==> config.mk <==
export PLATFORM = sky130hd
export DESIGN_NAME = sbt_top
export DESIGN_NICKNAME = d
export VERILOG_FILES = /design/src/hw/sbt_pkg.sv /design/src/hw/sbt_scaler.sv /design/src/hw/sbt_fifo2.sv /design/src/hw/sbt_top.sv
export VERILOG_INCLUDE_DIRS = /design/src /design/src/hw
export SDC_FILE = /design/constraint.sdc
export NUM_CORES = 1
export LEC_CHECK = 0
export ABC_AREA = 1
export BUFFER_PORTS_ARGS = -buffer_cell sky130_fd_sc_hd__buf_2
export CAP_MARGIN = 15
export CORE_ASPECT_RATIO = 1.75
export CORE_MARGIN = 4
export CORE_UTILIZATION = 45
export CTS_CLUSTER_SIZE = 25
export DETAILED_ROUTE_END_ITERATION = 8
export SYNTH_ARGS = -nofsm -noshare
export SYNTH_HDL_FRONTEND = slang
export SYNTH_SLANG_ARGS = --single-unit
==> constraint.sdc <==
create_clock -name mclk -period 2.41 [get_ports mclk]
set_input_delay 0.1205 -clock mclk [delete_from_list [all_inputs] [get_ports mclk]]
set_output_delay 0.1205 -clock mclk [all_outputs]
set_load 0.05 [all_outputs]
==> src/hw/sbt_consts.svh <==
// Overview of operation
// - Host bytes arrive over the register port and are held for sending.
// - Held byte moves into a parallel-load shifter and leaves bit-serially on serial_out.
// - Only the sequencer decides when the shifter loads and when it shifts.
// - The shift tick comes from base_clock through a programmable frequency scaler.
// - Host writes a division value; the scaler uses it as its ratio.
// - A capture command snapshots scaler count and shifter without disturbing transmission.
// - Host reads either snapshot back over the data port.
// - Holding, scaler, and both snapshot registers are eight bits wide.
// - Eight-bit down-counter; at zero it pulses shift_tick and reloads the value minus one.
// - Eight states S0..S7, one per tick; S0 loads, S1 raises reload request.
// - Reload request holds until a read at register_select high and low both set.
// - Reset clears shifter, scaler counter, reload request and returns sequencer to S0.
`ifndef SBT_CONSTS_SVH
`define SBT_CONSTS_SVH

// Register select values {register_select_high, register_select_low}
`define SBT_ADDR_SCALE    2'h0
`define SBT_ADDR_SERIAL_OUT   2'h1
`define SBT_ADDR_CAPTURE  2'h2
`define SBT_ADDR_STATUS   2'h3

// Status register fields
`define SBT_STAT_FLAG_BIT 0
`define SBT_STAT_FULL_BIT 1
`define SBT_STAT_SEQ_LSB  2

// Reset values
`define SBT_RST_BYTE      8'h00
`define SBT_RST_SCALE     8'h00
`define SBT_RST_PTR       1'h0
`define SBT_RST_COUNT     2'h0
`define SBT_FIFO_FULL     2'h2

`endif

==> src/hw/sbt_pkg.sv <==
package sbt_pkg;

    // Sequencer states, Gray coded along S0..S7
    typedef enum logic [2:0] {
        SEQ_S0 = 3'h0,
        SEQ_S1 = 3'h1,
        SEQ_S2 = 3'h3,
        SEQ_S3 = 3'h2,
        SEQ_S4 = 3'h6,
        SEQ_S5 = 3'h7,
        SEQ_S6 = 3'h5,
        SEQ_S7 = 3'h4
    } sbt_seq_type;

    typedef struct packed {
        sbt_seq_type seq;
        logic [7:0]  shifter;
        logic [7:0]  last_byte;
        logic [7:0]  scale;
        logic        flag;
        logic [7:0]  snap_scaler;
        logic [7:0]  snap_shift;
        logic        serial;
        logic [7:0]  rd_data;
    } sbt_top_state_type;

    typedef struct packed {
        logic [7:0] count;
    } sbt_scaler_state_type;

    typedef struct packed {
        logic [1:0][7:0] mem;
        logic            wptr;
        logic            rptr;
        logic [1:0]      count;
    } sbt_fifo_state_type;

endpackage

==> src/hw/sbt_scaler.sv <==
`timescale 1ns/1ps
`default_nettype none
`include "sbt_consts.svh"

module sbt_scaler (
    input  wire logic       mclk,
    input  wire logic       sys_rst,
    input  wire logic [7:0] scale,
    output logic            shift_tick,
    output logic [7:0]      count
);
    import sbt_pkg::*;

    sbt_scaler_state_type state_reg;
    sbt_scaler_state_type state_next;

    // Tick at zero; reload with value minus one so the period equals the value
    always_comb begin
        state_next = state_reg;
        if (state_reg.count == 8'h00) begin
            state_next.count = scale - 8'h01;  // Zero wraps to 255: divide by 256
        end else begin
            state_next.count = state_reg.count - 8'h01;
        end
    end

    always_ff @(posedge mclk or posedge sys_rst) begin
        if (sys_rst) begin
            state_reg <= '0;
        end else begin
            state_reg <= state_next;
        end
    end

    // A new scale value only takes effect at the next reload
    assign shift_tick = (state_reg.count == 8'h00);
    assign count      = state_reg.count;

endmodule
`default_nettype wire

==> src/hw/sbt_fifo2.sv <==
`timescale 1ns/1ps
`default_nettype none
`include "sbt_consts.svh"

module sbt_fifo2 (
    input  wire logic       mclk,
    input  wire logic       sys_rst,
    input  wire logic       in_valid,
    output logic            in_ready,
    input  wire logic [7:0] in_data,
    output logic            out_valid,
    input  wire logic       out_ready,
    output logic [7:0]      out_data
);
    import sbt_pkg::*;

    sbt_fifo_state_type state_reg;
    sbt_fifo_state_type state_next;
    logic               push;
    logic               pop;

    assign in_ready  = (state_reg.count != `SBT_FIFO_FULL);
    assign out_valid = (state_reg.count != `SBT_RST_COUNT);
    assign out_data  = state_reg.mem[state_reg.rptr];
    assign push      = in_valid && in_ready;
    assign pop       = out_valid && out_ready;

    // Two entries so a byte can wait while the shifter is still busy
    always_comb begin
        state_next = state_reg;
        if (push) begin
            state_next.mem[state_reg.wptr] = in_data;
            state_next.wptr                = ~state_reg.wptr;
        end
        if (pop) begin
            state_next.rptr = ~state_reg.rptr;
        end
        state_next.count = state_reg.count + {1'b0, push} - {1'b0, pop};
    end

    always_ff @(posedge mclk or posedge sys_rst) begin
        if (sys_rst) begin
            state_reg <= '0;
        end else begin
            state_reg <= state_next;
        end
    end

endmodule
`default_nettype wire

==> src/hw/sbt_top.sv <==
`timescale 1ns/1ps
`default_nettype none
`include "sbt_consts.svh"

module sbt_top (
    input  wire logic       mclk,
    input  wire logic       sys_rst,
    input  wire logic [1:0] reg_addr,
    input  wire logic [7:0] reg_wdata,
    input  wire logic       reg_wr,
    input  wire logic       reg_rd,
    output logic [7:0]      reg_rdata,
    output logic            tx_ready,
    output logic            serial_out,
    output logic            reload_request_flag
);
    import sbt_pkg::*;

    sbt_top_state_type state_reg;
    sbt_top_state_type state_next;
    logic              shift_tick;
    logic [7:0]        scaler_count;
    logic              buf_valid;
    logic              buf_ready;
    logic [7:0]        buf_data;
    logic              wr_tx;
    logic              load_now;

    // Host byte writes go straight into the buffer; a full buffer refuses them
    assign wr_tx    = reg_wr && (reg_addr == `SBT_ADDR_SERIAL_OUT);
    // Buffer drains only when the sequencer loads the shifter
    assign load_now  = shift_tick && (state_reg.seq == SEQ_S0);
    assign buf_ready = load_now;

    sbt_scaler u_scaler (
        .mclk       (mclk),
        .sys_rst    (sys_rst),
        .scale      (state_reg.scale),
        .shift_tick (shift_tick),
        .count      (scaler_count)
    );

    sbt_fifo2 u_fifo (
        .mclk      (mclk),
        .sys_rst   (sys_rst),
        .in_valid  (wr_tx),
        .in_ready  (tx_ready),
        .in_data   (reg_wdata),
        .out_valid (buf_valid),
        .out_ready (buf_ready),
        .out_data  (buf_data)
    );

    // Sequencer, shifter, registers and read path
    always_comb begin
        state_next         = state_reg;
        state_next.rd_data = 8'h00;

        // Scale value write
        if (reg_wr && (reg_addr == `SBT_ADDR_SCALE)) begin
            state_next.scale = reg_wdata;
        end

        // One state per tick; S0 loads, the other seven shift
        if (shift_tick) begin
            unique case (state_reg.seq)
                SEQ_S0: begin
                    // Empty buffer: resend the previous byte rather than stall the line
                    state_next.shifter   = buf_valid ? buf_data : state_reg.last_byte;
                    state_next.last_byte = state_next.shifter;
                    state_next.seq       = SEQ_S1;
                end
                SEQ_S1: begin
                    state_next.shifter = {1'b0, state_reg.shifter[7:1]};  // LSB first
                    state_next.seq     = SEQ_S2;
                end
                SEQ_S2: begin
                    state_next.shifter = {1'b0, state_reg.shifter[7:1]};
                    state_next.seq     = SEQ_S3;
                end
                SEQ_S3: begin
                    state_next.shifter = {1'b0, state_reg.shifter[7:1]};
                    state_next.seq     = SEQ_S4;
                end
                SEQ_S4: begin
                    state_next.shifter = {1'b0, state_reg.shifter[7:1]};
                    state_next.seq     = SEQ_S5;
                end
                SEQ_S5: begin
                    state_next.shifter = {1'b0, state_reg.shifter[7:1]};
                    state_next.seq     = SEQ_S6;
                end
                SEQ_S6: begin
                    state_next.shifter = {1'b0, state_reg.shifter[7:1]};
                    state_next.seq     = SEQ_S7;
                end
                SEQ_S7: begin
                    state_next.shifter = {1'b0, state_reg.shifter[7:1]};
                    state_next.seq     = SEQ_S0;
                end
            endcase
        end
        state_next.serial = state_next.shifter[0];

        // Snapshots are copies only; the running counters are untouched
        if ((reg_wr || reg_rd) && (reg_addr == `SBT_ADDR_CAPTURE)) begin
            state_next.snap_scaler = scaler_count;
            state_next.snap_shift  = state_reg.shifter;
        end

        // Status read clears the request; a same-cycle set still wins
        if (reg_rd && (reg_addr == `SBT_ADDR_STATUS)) begin
            state_next.flag = 1'b0;
        end
        if (shift_tick && (state_reg.seq == SEQ_S1)) begin
            state_next.flag = 1'b1;
        end

        // Read data stand in the cycle after the strobe
        if (reg_rd) begin
            unique case (reg_addr)
                `SBT_ADDR_SCALE:   state_next.rd_data = state_reg.snap_scaler;
                `SBT_ADDR_SERIAL_OUT:  state_next.rd_data = state_reg.snap_shift;
                `SBT_ADDR_CAPTURE: state_next.rd_data = 8'h00;
                `SBT_ADDR_STATUS: begin
                    state_next.rd_data[`SBT_STAT_FLAG_BIT]                      = state_reg.flag;
                    state_next.rd_data[`SBT_STAT_FULL_BIT]                      = ~tx_ready;
                    state_next.rd_data[`SBT_STAT_SEQ_LSB+2:`SBT_STAT_SEQ_LSB] = state_reg.seq;
                end
            endcase
        end
    end

    // Register the whole state
    always_ff @(posedge mclk or posedge sys_rst) begin
        if (sys_rst) begin
            state_reg             <= '0;
            state_reg.seq         <= SEQ_S0;
            state_reg.scale       <= `SBT_RST_SCALE;
            state_reg.last_byte   <= `SBT_RST_BYTE;
        end else begin
            state_reg <= state_next;
        end
    end

    assign reg_rdata           = state_reg.rd_data;
    assign serial_out          = state_reg.serial;
    assign reload_request_flag = state_reg.flag;

endmodule
`default_nettype wire

==> flow_summary.yaml <==
clock_tree:
  clockBufferDepth: 2
  postCtsHoldBufs: 1
  root_buffer: "clkbuf_16"
  tritoncts.num_buffers: 9
  cts_tree: "done"
  cts_resized: 0
  insertion_delay_ns: 0.33
  clkSlewWorstSetupHoldPaths_ns: 0.06
  htreeDepth: 3
  cts_sinks: 80
  cts_setup_buffers: 0
hold_path:
  min_from: "reg_rd"
  min_path_cells: 3
  min_to: "reg_rdata[3]"
  min_path_type: "in2reg"
power_and_ir_drop:
  vdd.ir_drop.worst_uv: 515.6
  seq_power_share: 0.437
  swShare: 0.2980
  power.internal_w: 0.003010
  p_comb_frac: 0.212
  p_leak_nw: 1.981
  total_power_w: 0.004287
  clkPwrFrac: 0.351
  p_switching_w: 0.001278
  p_per_area_nw_per_um2: 1062
final_layout:
  drive_gt1_frac: 0.1741
  multi_input_area_um2: 1215
  nFillCells: 716
  finalNetCount: 414
  layout_commonest_cell: "nand2_1"
  final_cell_mix: "93 x nand2_1, 80 x dfrtp_1, 52 x inv_1"
  largest_reg_flops: 41
  diodes: 0
  area_delta_synth_final_pct: 13.19
  seq_area_um2: 2002
sta:
  setup_violations: 0
  max_freq_mhz: 548.5
  slew_headroom: 0.5209
  rsz0062_at_grt: "false"
  final.setup.tns_ns: 0
  slew_violations: 0
  finalCritPeriodShare: 0.7565
  tightest_slew_ns: 0.7186
  period_needed_ns: 1.823
  hold_viol_final: 0
  finClkSkew_ns: 0.006075
route:
  first_pass_iters: 4
  vias_per_cell: 5.049
  drtIter0Drc: 231
  drc: 0
  wl_per_cell_um: 13.75
  wl_um: 6738
  antenna_left: 0
  via_count: 2474
synth:
  syn_inst: 379
  yosysTopAreaCellShare: 0.5612
  syn-num-nets: 396
  syn-mean-instance-area_um2: 9.412
  ys_seq_area_frac: 0.5612
  synth_cell_types: 31
  synth-seq-cells: 80
  yosys-top-cells-area: "dfrtp_1 56%, nand2_1 9.8%, o21ai_0 6.5%"
  syn_area_um2: 3567
  synth_top_cell_by_area: "dfrtp_1"
  yosysWarningCount: 0
critical_path:
  worstSetupEndpointType: "flop"
  r2r_start: "u_scaler.count[3]"
  required_ns: 2.63
  r2r-end: "u_scaler.count[6]"
  cp_max_fo: 16
  rr_worst_depth: 10
  timing.reg2reg.setup_slack_ns: 0.59
  worst-setup-path-type: "reg2reg"
  arrival_ns: 2.04
  critPathLaunchType: "flop"
placed_design:
  dp_hpwl_um: 4919
  portBuffers: 24
  gp_congestion: 0.9527
floorplan:
  chipWidth_um: 75.31
  die_y_um: 125.8
  rows: 42
  start_util: 0.4649
  coreArea_um2: 7672
  die_area_um2: 9472
  io-pin-count: 25
global_routing:
  overflow: 0
  antenna_found_initial: 0
  grt_usage: 0.1583
  grt_max_degree: 81
  grt_pass1_wl_um: 11270
  grt_pass1_vias: 2366
job:
  drv_cap: 0
outcome:
  status: "completed"
worst max-delay path, cell delays in order (launching register included):
cell	delay [ns]
dfrtp_1	0.41
nor2_1	0.12
nand2_1	0.11
nor2_4	0.22
buf_4	0.25
a21oi_1	0.12
ha_1	0.23
nand2_1	0.08
nor2_1	0.05
nand3_1	0.07
nand2_1	0.05
synthesized netlist by cell type, drive strengths merged:
cell type  count
clkbuf         4
a31oi          3
dfrtp         80
xor2           2
xnor2          4
nand2         94
mux2           7
nor2          15
o21ai         55
buf           17
nand3          8
o211ai        11
o221ai         7
nor3           1
a21oi         13
or2            1
inv           54
ha             3
stage by stage:
step | setup WS [ns] | utilization | cell area [um2] | hold slack, ns | cells
global placement | 0.6338 | 0.4804 | 3686 | 0.2388 | 473
global route | 0.3537 | 0.5263 | 4038 | 0.06050 | 490
finish | 0.5867 | 0.5263 | 4038 | 0.05810 | 490
floorplan | 0.2378 | - | 3567 | 0.2244 | 379
CTS | 0.5646 | 0.5263 | 4038 | 0.04717 | 490
detailed placement | 0.5732 | 0.4804 | 3686 | 0.2414 | 473
cells by family (layout without fill, tap and decap cells):
group                      count (synthesis)  count (layout)  share of synthesized area
DFF                                       80              80                     0.5612
and+or+nand+nor                          119             119                     0.1392
AOI/OAI and AO/OA                         89              89                     0.1540
adders and majority gates                  3               3                    0.01052
buffers and inverters                     75              98                    0.09821
xor gates and xnor gates                   6               6                    0.01473
muxes                                      7               7                    0.02210
metal layers:
| layer | wire (um) | track usage | part of all wire |
|---|---|---|---|
| met3 | 254 | 0.03589 | 0.038 |
| met1 | 2818 | 0.1940 | 0.42 |
| met4 | 225 | 0.08960 | 0.033 |
| met5 | 0 | 0 | 0 |
| met2 | 3439 | 0.2496 | 0.51 |
final cells by class:
class,instances,share of cell area
Sequential cell,80,0.4958
Clock buffer,12,0.06601
Timing Repair Buffer,28,0.04090
Tap cell,88,0.02727
Inverter,54,0.05051
Multi-Input combinational cell,224,0.3009
Clock inverter,4,0.01859
power groups by stage:
stage          clock (W)  combinational, W  sequential, W
2_1_floorplan          0          0.000773        0.00185
3_3_place_gp           0          0.000912        0.00188
3_5_place_dp           0          0.000922        0.00190
4_1_cts          0.00153          0.000929        0.00187
5_1_grt          0.00160           0.00106        0.00192
6_report         0.00150          0.000911        0.00187
how the worst max path moves through the flow:
stage	from	to	slack, ns	depth (start not counted)
floorplan	sys_rst	asynchronous set/reset pin	0.24	1
global placement	u_scaler.count[1]	u_scaler.count[6]	0.63	10
detailed placement	u_scaler.count[3]	u_scaler.count[6]	0.57	10
CTS	u_scaler.count[3]	u_scaler.count[6]	0.56	10
global route	u_scaler.count[5]	u_scaler.count[6]	0.35	10
finish	u_scaler.count[3]	u_scaler.count[6]	0.59	10
(Power assumes the default switching activity.)
